**src/design/bpm_pkg.sv**
```systemverilog
package bpm_pkg;

    // Register word offsets on the fieldbus register map
    localparam logic [15:0] ACT_SRC_OFS   = 16'h0fd2;
    localparam logic [15:0] STATE_OFS     = 16'h0fd4;
    localparam logic [15:0] INSTANTANEOUS_RELEASE_OFS      = 16'h1b5d;
    localparam logic [15:0] POS_OFS       = 16'h4ec0;
    localparam logic [15:0] PROTO_A_OFS   = 16'ha41f;
    localparam logic [15:0] PROTO_B_OFS   = 16'ha807;
    localparam logic [15:0] CMD_OFS       = 16'hf619;

    // Ground-fault pairs: pickup at index i, delay beside it
    localparam int GF_N = 8;
    localparam logic [GF_N-1:0][15:0] GF_PK_OFS = {
        16'h2f24, 16'h2f14, 16'h2efc, 16'h2ee4,
        16'h2b30, 16'h2b24, 16'h2b10, 16'h2afc
    };
    localparam logic [GF_N-1:0][15:0] GF_DL_OFS = {
        16'h2f26, 16'h2f16, 16'h2efe, 16'h2ee6,
        16'h2b32, 16'h2b26, 16'h2b12, 16'h2afe
    };

    // Position codes
    localparam logic [2:0] POS_CONNECTED    = 3'h0;
    localparam logic [2:0] POS_TEST         = 3'h1;
    localparam logic [2:0] POS_DISCONNECTED = 3'h2;
    localparam logic [2:0] POS_MAINT        = 3'h3;
    localparam logic [2:0] POS_INTERMEDIATE = 3'h4;
    localparam logic [2:0] POS_FIXED        = 3'h5;

    // Activation source register bit positions
    localparam int ASRC_DISPLAY_BIT = 0;
    localparam int ASRC_INPUT_BIT   = 1;
    localparam int ASRC_COM_A_BIT   = 4;
    localparam int ASRC_COM_B_BIT   = 5;
    localparam int ASRC_LIU_BIT     = 9;
    localparam int ASRC_IO1_BIT     = 12;
    localparam int ASRC_TEST_BIT    = 31;

    // Protocol state bits of each comms module
    localparam int PROTO_MODBUS_BIT = 9;
    localparam int PROTO_IE_BIT     = 10;

    // Mode state register bit
    localparam int STATE_ACTIVE_BIT = 0;

    // Switch command values
    localparam logic [15:0] CMD_OFF = 16'h0000;
    localparam logic [15:0] CMD_ON  = 16'h0001;

    // Reset values
    localparam logic [15:0] INSTANTANEOUS_RELEASE_RESET = 16'h0000;
    localparam logic [31:0] GF_RESET   = 32'h0000_0000;

    // Distinct internal activation sources
    typedef enum logic [3:0] {
        SRC_DISPLAY, SRC_INPUT,
        SRC_COM_A_MODBUS, SRC_COM_A_IE,
        SRC_COM_B_MODBUS, SRC_COM_B_IE,
        SRC_LIU_USB, SRC_LIU_BT,
        SRC_IO1, SRC_IO2, SRC_IO3, SRC_IO4, SRC_IO5,
        SRC_TEST
    } bpm_src_t;

    // Raw position contacts of the guide frame
    typedef struct packed {
        logic fixed;
        logic maint;
        logic disconnected;
        logic test;
        logic connected;
    } bpm_pos_t;

    // Register access request
    typedef struct packed {
        logic        req;
        logic        we;
        logic [15:0] addr;
        logic [15:0] wdata;
        bpm_src_t    src;
    } bpm_bus_req_t;

    // Local mode request
    typedef struct packed {
        logic     valid;
        logic     on;
        bpm_src_t src;
    } bpm_mode_req_t;

endpackage

```
**src/design/bpm_status_regs.sv**
```systemverilog
`timescale 1ns/1ns
module bpm_status_regs
    import bpm_pkg::*;
(
    input  wire logic          clk,
    input  wire logic          rst_b,
    input  wire bpm_pos_t      pos_in,
    input  wire logic [2:0]    gf_variant,
    input  wire bpm_mode_req_t mode_req,
    input  wire bpm_bus_req_t  bus,
    output logic               bus_ack,
    output logic               bus_err,
    output logic [15:0]        bus_rdata,
    output logic               maint_active,
    output logic [15:0]        maint_instantaneous_release_pickup,
    output logic [31:0]        maint_gf_pickup,
    output logic [31:0]        maint_gf_delay
);

    typedef struct packed {
        bpm_pos_t              pos_s1;
        bpm_pos_t              pos_s2;
        logic [2:0]            pos_code;
        logic                  active;
        bpm_src_t              src;
        logic [15:0]           instantaneous_release;
        logic [GF_N-1:0][31:0] gpk;
        logic [GF_N-1:0][31:0] gdl;
        logic                  ack;
        logic                  err;
        logic [15:0]           rdata;
        logic                  o_active;
        logic [15:0]           o_instantaneous_release;
        logic [31:0]           o_pk;
        logic [31:0]           o_dl;
    } bpm_state_t;

    bpm_state_t q;
    bpm_state_t next_q;

    // Activation register image for one internal source
    function automatic logic [31:0] src_mask(input bpm_src_t s);
        logic [31:0] m;
        m = 32'h0000_0000;
        case (s)
            SRC_DISPLAY:      m[ASRC_DISPLAY_BIT] = 1'b1;
            SRC_INPUT:        m[ASRC_INPUT_BIT] = 1'b1;
            SRC_COM_A_MODBUS: m[ASRC_COM_A_BIT] = 1'b1;
            SRC_COM_A_IE:     m[ASRC_COM_A_BIT] = 1'b1;
            SRC_COM_B_MODBUS: m[ASRC_COM_B_BIT] = 1'b1;
            SRC_COM_B_IE:     m[ASRC_COM_B_BIT] = 1'b1;
            SRC_LIU_USB:      m[ASRC_LIU_BIT] = 1'b1;
            SRC_LIU_BT:       m[ASRC_LIU_BIT] = 1'b1;
            SRC_IO1:          m[ASRC_IO1_BIT] = 1'b1;
            SRC_IO2:          m[ASRC_IO1_BIT + 1] = 1'b1;
            SRC_IO3:          m[ASRC_IO1_BIT + 2] = 1'b1;
            SRC_IO4:          m[ASRC_IO1_BIT + 3] = 1'b1;
            SRC_IO5:          m[ASRC_IO1_BIT + 4] = 1'b1;
            SRC_TEST:         m[ASRC_TEST_BIT] = 1'b1;
            default:          m = 32'h0000_0000;
        endcase
        return m;
    endfunction

    // Protocol state word of one comms module
    function automatic logic [15:0] proto_word(input logic act, input bpm_src_t s,
                                               input bpm_src_t mb, input bpm_src_t ie);
        logic [15:0] w;
        w = 16'h0000;
        w[PROTO_MODBUS_BIT] = act && (s == mb);
        w[PROTO_IE_BIT]     = act && (s == ie);
        return w;
    endfunction

    logic [31:0] act_src_word;
    logic        cmd_hit;
    logic        req_on;
    logic        req_go;
    bpm_src_t    req_src;
    logic        hit;

    // Activation register image, empty while mode is off
    assign act_src_word = q.active ? src_mask(q.src) : 32'h0000_0000;

    always_comb begin
        next_q = q;
        hit     = 1'b0;
        cmd_hit = 1'b0;
        req_on  = 1'b0;
        req_go  = 1'b0;
        req_src = SRC_DISPLAY;

        // Two-stage synchroniser for the frame contacts
        next_q.pos_s1 = pos_in;
        next_q.pos_s2 = q.pos_s1;

        // Position encoding, fixed-mounted overriding the rest
        if (q.pos_s2.fixed) begin
            next_q.pos_code = POS_FIXED;
        end else begin
            case ({q.pos_s2.maint, q.pos_s2.disconnected, q.pos_s2.test,
                   q.pos_s2.connected})
                4'h1:    next_q.pos_code = POS_CONNECTED;
                4'h2:    next_q.pos_code = POS_TEST;
                4'h4:    next_q.pos_code = POS_DISCONNECTED;
                4'h8:    next_q.pos_code = POS_MAINT;
                default: next_q.pos_code = POS_INTERMEDIATE;
            endcase
        end

        // Bus answer defaults
        next_q.ack   = 1'b0;
        next_q.err   = 1'b0;
        next_q.rdata = 16'h0000;

        // Register access; 32-bit values sit high word first
        if (bus.req) begin
            next_q.ack = 1'b1;
            case (bus.addr)
                ACT_SRC_OFS: begin
                    hit = !bus.we;
                    next_q.rdata = act_src_word[31:16];
                end
                ACT_SRC_OFS + 16'h0001: begin
                    hit = !bus.we;
                    next_q.rdata = act_src_word[15:0];
                end
                STATE_OFS: begin
                    hit = !bus.we;
                    next_q.rdata[STATE_ACTIVE_BIT] = q.active;
                end
                POS_OFS: begin
                    hit = !bus.we;
                    next_q.rdata = {13'h0000, q.pos_code};
                end
                PROTO_A_OFS: begin
                    hit = !bus.we;
                    next_q.rdata = proto_word(q.active, q.src, SRC_COM_A_MODBUS,
                                              SRC_COM_A_IE);
                end
                PROTO_B_OFS: begin
                    hit = !bus.we;
                    next_q.rdata = proto_word(q.active, q.src, SRC_COM_B_MODBUS,
                                              SRC_COM_B_IE);
                end
                INSTANTANEOUS_RELEASE_OFS: begin
                    hit = 1'b1;
                    next_q.rdata = q.instantaneous_release;
                    if (bus.we) begin
                        next_q.instantaneous_release = bus.wdata;
                    end
                end
                CMD_OFS: begin
                    hit = bus.we && (bus.wdata == CMD_ON || bus.wdata == CMD_OFF);
                    cmd_hit = hit;
                end
                default: begin
                    hit = 1'b0;
                end
            endcase

            // Ground-fault settings table
            for (int i = 0; i < GF_N; i++) begin
                if (bus.addr == GF_PK_OFS[i]) begin
                    hit = 1'b1;
                    next_q.rdata = q.gpk[i][31:16];
                    if (bus.we) next_q.gpk[i][31:16] = bus.wdata;
                end
                if (bus.addr == GF_PK_OFS[i] + 16'h0001) begin
                    hit = 1'b1;
                    next_q.rdata = q.gpk[i][15:0];
                    if (bus.we) next_q.gpk[i][15:0] = bus.wdata;
                end
                if (bus.addr == GF_DL_OFS[i]) begin
                    hit = 1'b1;
                    next_q.rdata = q.gdl[i][31:16];
                    if (bus.we) next_q.gdl[i][31:16] = bus.wdata;
                end
                if (bus.addr == GF_DL_OFS[i] + 16'h0001) begin
                    hit = 1'b1;
                    next_q.rdata = q.gdl[i][15:0];
                    if (bus.we) next_q.gdl[i][15:0] = bus.wdata;
                end
            end
        end

        // Pick the mode request: bus command first, local path otherwise
        if (cmd_hit) begin
            req_go  = 1'b1;
            req_on  = (bus.wdata == CMD_ON);
            req_src = bus.src;
        end else if (mode_req.valid) begin
            req_go  = 1'b1;
            req_on  = mode_req.on;
            req_src = mode_req.src;
        end

        // Mode switching with owner check
        if (req_go) begin
            if (req_on && !q.active) begin
                next_q.active = 1'b1;
                next_q.src    = req_src;
            end else if (!req_on && q.active && req_src == q.src) begin
                next_q.active = 1'b0;
            end else if (cmd_hit) begin
                next_q.err = 1'b1;
            end
        end

        if (bus.req && !hit) begin
            next_q.err = 1'b1;
        end

        // Settings copied to the outputs every cycle, whether the mode is on or off
        next_q.o_active = q.active;
        next_q.o_instantaneous_release   = q.instantaneous_release;
        next_q.o_pk     = q.gpk[gf_variant];
        next_q.o_dl     = q.gdl[gf_variant];
    end

    // State register
    always_ff @(posedge clk or negedge rst_b) begin
        if (!rst_b) begin
            q          <= '0;
            q.src      <= SRC_DISPLAY;
            q.pos_code <= POS_INTERMEDIATE;
            q.instantaneous_release     <= INSTANTANEOUS_RELEASE_RESET;
            q.gpk      <= {GF_N{GF_RESET}};
            q.gdl      <= {GF_N{GF_RESET}};
            q.o_instantaneous_release   <= INSTANTANEOUS_RELEASE_RESET;
            q.o_pk     <= GF_RESET;
            q.o_dl     <= GF_RESET;
        end else begin
            q <= next_q;
        end
    end

    assign bus_ack           = q.ack;
    assign bus_err           = q.err;
    assign bus_rdata         = q.rdata;
    assign maint_active      = q.o_active;
    assign maint_instantaneous_release_pickup = q.o_instantaneous_release;
    assign maint_gf_pickup   = q.o_pk;
    assign maint_gf_delay    = q.o_dl;

endmodule

```
**config.mk**
```make
export PLATFORM = sky130hd
export DESIGN_NAME = bpm_status_regs
export DESIGN_NICKNAME = d
export VERILOG_FILES = /design/src/design/bpm_pkg.sv /design/src/design/bpm_status_regs.sv
export SDC_FILE = /design/constraint.sdc
export NUM_CORES = 1
export LEC_CHECK = 0
export BUFFER_PORTS_ARGS = -buffer_cell sky130_fd_sc_hd__buf_2
export CORE_MARGIN = 4
export CORE_UTILIZATION = 28
export DETAILED_ROUTE_END_ITERATION = 7
export GPL_ROUTABILITY_DRIVEN = 0
export HOLD_SLACK_MARGIN = 0.05
export PLACE_DENSITY_LB_ADDON = 0.05
export SLEW_MARGIN = 5
export SYNTH_ARGS = -nofsm -noshare
export SYNTH_HDL_FRONTEND = slang
export SYNTH_SLANG_ARGS = --single-unit
```
**constraint.sdc**
```tcl
create_clock -name clk -period 5.95 [get_ports clk]
set_clock_uncertainty 0.05 [all_clocks]
set_input_delay 0.8925 -clock clk [delete_from_list [all_inputs] [get_ports clk]]
set_output_delay 0.8925 -clock clk [all_outputs]
set_load 0.03 [all_outputs]
```
* Word level (Yosys, flattened, before mapping) *
Index checks and enable logic that the tools add are counted.

operators by class
  $lt $le $gt $ge = 1
  equal/unequal tests = 59
  multiplexer cells = 103
  reduce and logical (&&, ||, !) cells = 56

operators by type and width
  kind                                                    count
  2-to-1 mux 16 bit                                       33
  equality test 16 x 14 -> 1 bit (second input constant)  32
  binary-select mux 32 bit (select 3 bit)                 2
  AND reduction 3 bit                                     33
  2-to-1 mux 32 bit                                       3
  one-hot mux 15 bit (6 select lines)                     1
  2-to-1 mux 1 bit                                        58
  equality test 16 x 12 -> 1 bit (second input constant)  3
  equality test 16 bit (second input constant)            3
  equality test 4 bit (second input constant)             7
  equality test 4 x 3 -> 1 bit (second input constant)    5
  equality test 16 x 1 -> 1 bit (second input constant)   1
  equality test 16 x 13 -> 1 bit (second input constant)  1
  equality test 16 x 15 -> 1 bit (second input constant)  1
  logical NOT 16 bit                                      1
  equality test 4 x 2 -> 1 bit (second input constant)    3
  one-hot mux 3 bit (4 select lines)                      1
  logical AND 1 bit                                       9
  equality test 4 x 1 -> 1 bit (second input constant)    2
  2-to-1 mux 4 bit                                        2
  OR reduction 2 bit                                      3
  OR reduction 6 bit                                      1
  one-hot mux 1 bit (5 select lines)                      1
  equality test 4 bit                                     1
  other kinds (8)                                         12

word-level totals
  flip-flop bits (word level) = 645
  bits of input ports = 54
  output and inout port bits = 99
  logic and storage cells = 272

* Longest topological paths before layout *
  depth in word-level cells = 40
  gate-level depth with buffers = 13
  mapped depth without buffers = 9

* Least setup slack after synthesis *
Ideal clock, no wire load.

  kind = input-to-reg
  from = input port bus[32] (netlist name)
  to = register q[104] (netlist name)
  library setup time = 0.125 ns
  data arrival time = 3.332 ns
  data required time = 5.775 ns
  path slack = 2.443 ns
  cell stages on the path = 8
  buffers on the path = 4
  path through = or4b_1 > buf_2 > or4_1 > buf_2 > buf_2 > nor3_2 > buf_4 > mux2_2

on the way
  cells in the longest elaborated chain, start to end = 2

ends and longest elaborated chain
  item                                  line                    RTL
  from (decl)                           bpm_status_regs.sv:10   input wire bpm_bus_req_t bus,
  equality test 16 x 14 -> 1 bit        bpm_status_regs.sv:179  if (bus.addr == GF_DL_OFS[i] + 16'h0001) begin
  AND reduction 3 bit (no source line)  -
  to (signal assigned)                  bpm_status_regs.sv:234  q <= next_q;
  to (decl)                             bpm_status_regs.sv:38   bpm_state_t q;

Every way passes these cells.
A chain may end at the register's enable or synchronous reset.

==> results_dict.tcl <==
set metrics [dict create \
    place_area_um2 35580 \
    drt_iter0_drc 3633 \
    rr_startpoint "next_q[80]$_DFFE_PN0P_" \
    core_um2 118200 \
    yosysMostFrequentCell "dfrtp_1" \
    die_y_um 353.2 \
    worst_r2r_endpoint "bus_rdata[5]$_DFF_PN0_" \
    cts_setup_buffers 0 \
    cp.required_ns 6.42 \
    ios 153 \
    r2r_slack_ns 2.72 \
    vias 25840 \
    viasPerCell 6.000 \
    finalSetupViolCount 0 \
    cts.path.max_buffers 3 \
    cap_violations 0 \
    dp_hpwl_mm 124.7 \
    grt_use_met3_pct 6.585 \
    fin_util_pct 32.45 \
    detail_route.wl_per_cell_um 40.16 \
    critPathBufInv 1 \
    slew_viol_final 0 \
    holdWs_ns 0.1740 \
    grt_start_max_net_pins 143 \
    clockRootBuffer "clkbuf_16" \
    cp_cell_sequence "buf_2 > or4b_1 > nor4_2 > nand2_1 > o22ai_1 > nor2_1 > a221oi_1 > o22ai_1" \
    clock_latency_ns 0.69 \
    status "finished, final reports clean" \
    cts_hold_buffers 0 \
    fin_area_um2 38370 \
    syn_area_um2 33360 \
    synth.largest_area_cell "dfrtp_1" \
    grt_pass1_wl_mm 235.1 \
    power.density_nw_per_um2 267.9 \
    gr-usage-met1_pct 39.80 \
    tightest_slew_ns 1.235 \
    crit_top_cell "o22ai_1" \
    max_stage_delay_ns 0.92 \
    vdd_drop_max_mv 0.2368 \
    antenna_found_initial 11 \
    initial_core_util_pct 28.21 \
    grt_overflow 0 \
    slew-limit-headroom_pct 15.52 \
    dieArea_um2 124700 \
    yosysWarningCount 0 \
    start_kind "input pin" \
    rsz0062_at_grt "false" \
    synthToLayoutAreaGrowth_pct 15.03 \
    wirelength_mm 173.0 \
    grt_busiest_layer "met1" \
    use_met2_pct 38.51 \
    synth_cells 2653 \
    final_hold_viol_count 0 \
    critical_path_class "input pin to flop" \
    synth_flop_cell "dfrtp_1" \
    die_width_um 353.2 \
    cts-htree-levels 3 \
    worst_setup_path_end_kind "flop" \
    yosys-top-cells-area "dfrtp_1 48%, mux2_2 20%, mux4_2 9.1%, buf_4 2.3%, o21ai_0 1.9%" \
    synth_top_area_share_pct 48.31 \
    cts_buffers 82 \
    drcViolationCount 0 \
    rows 126 \
    ys_ff_latch 645 \
    max_clock_freq_ghz 0.2187 \
    port_buffers 152 \
    path_max_fanout 15 \
    p_leak_nw 17.78 \
    post-route-period-util_pct 76.86 \
    syn_area_per_cell_um2 12.57 \
    path_delay_family "simple AND/OR/NAND/NOR gates" \
    cts.sinks 645 \
    yosys.cell_types.count 85 \
    hold_path.class "input pin to asynchronous set/reset pin" \
    arrival_ns 5.04 \
    drt_first_pass_iters 7 \
    synth-edff-count 0 \
    ys_seq_area_share_pct 48.39 \
    final_nets 2759 \
    tritoncts "yes" \
    power.total_mw 10.28 \
    synth_top_cells_by_count "644 x dfrtp_1, 588 x mux2_2, 138 x clkbuf_1" \
    tns_ns 0 \
    synth_nets 2707 \
    min_period_ns 4.573 \
    r2r_cells 9 \
    path_clk_slew_ns 0.06 \
    drive_above_1_share_pct 42.55 \
    first_global_vias 25450 \
    synthArstFlopShare_pct 100.0 \
    grt_use_total_pct 27.12 \
    antenna_left 0 \
    crit_slowest_cell "or4b_1" \
    cts_resized 0 \
]
-- layer usage --
layer / vias to the layer above / wire [µm]
li1: 10070 / -
met1: 13920 / 78760
met2: 1520 / 71440
met3: 323 / 15420
met4: 4 / 7329
met5: - / 20
-- state kept, by name (all words and copies together) (netlist names) --
signal,count
bus_err,1
maint_instantaneous_release_pickup,16
maint_gf_delay,32
next_q,22
maint_gf_pickup,32
q,524
maint_active,1
bus_rdata,16
bus_ack,1
-- how the worst max path moves through the flow --
stage,from,to,slack (ns),depth (start not counted)
after floorplan,bus[32],q[104]$_DFFE_PN0P_,2.44,8
after detailed placement,bus[5],bus_err$_DFF_PN0_,0.69,10
after global placement,bus[7],bus_err$_DFF_PN0_,0.70,10
after global routing,bus[5],next_q[80]$_DFFE_PN0P_,1.27,10
final,bus[32],bus_rdata[6]$_DFF_PN0_,1.38,8
after CTS,bus[5],bus_err$_DFF_PN0_,1.38,10
-- per-stage QoR --
step                      instances  setup WS [ns]
after global routing           4300          1.269
after detailed placement       4157         0.6908
after floorplan                2653          2.443
after CTS                      4300          1.382
after global placement         4157         0.7042
final                          4307          1.377
-- kinds of logic after synthesis --
group,after synthesis,synth area share (%)
AOI/OAI and AO/OA,475,9.490
xor gates and xnor gates,4,0.1050
buffers and inverters,312,4.797
DFF,645,48.39
muxes,772,30.43
and+or+nand+nor,445,6.785
-- power by group --
group / switching [mW] / leakage [nW] / internal (mW) / total, mW
Clock: 2.10 / 1.37 / 3.08 / 5.18
Combinational: 0.483 / 7.47 / 0.155 / 0.637
Sequential: 0.0507 / 8.94 / 4.41 / 4.46
Total: 2.63 / 17.8 / 7.65 / 10.3
-- layout make-up --
cell class	count	area, µm²
Fill cell	11900	79870
Sequential cell	645	16140
Multi-Input combinational cell	1696	15730
Clock buffer	120	2415
Tap cell	1536	1922
Timing Repair Buffer	268	1744
Clock inverter	23	357.8
Inverter	12	45.04
Antenna cell	7	17.52
-- worst register-to-register path, stage by stage (launching register included) --
cell and delay, ns:
dfrtp_1 0.53, nand2b_1 0.31, nor2_1 0.18, nand3_1 0.18
a32oi_1 0.26, o21ai_1 0.10, a211oi_1 0.73, o221ai_1 0.28
a311o_1 0.32, a31oi_1 0.20
-- cell usage in the layout, fill, tap and decap left out, drive strengths merged, types with 5 or more instances in the layout --
cell type,synthesis,final
diode,0,7
dfrtp,644,644
clkbuf,139,120
and3,9,9
nand2,132,132
a31oi,10,10
o221a,5,5
a221oi,27,27
o211ai,17,17
nor3,30,30
buf,161,268
and2,7,7
o21ai,126,126
o221ai,39,39
a21oi,96,96
mux4,135,135
clkinv,0,13
mux2i,49,49
nand4,19,19
nor2,127,127
a211oi,23,23
nor4,22,22
a221o,11,11
a32o,5,5
a22oi,20,20
bufinv,0,6
or4b,5,5
mux2,588,588
or3,7,7
o2111ai,6,6
nand2b,9,9
inv,12,16
nand3,37,37
nor2b,10,10
or4,5,5
o22ai,40,40
(Power assumes the default switching activity.)
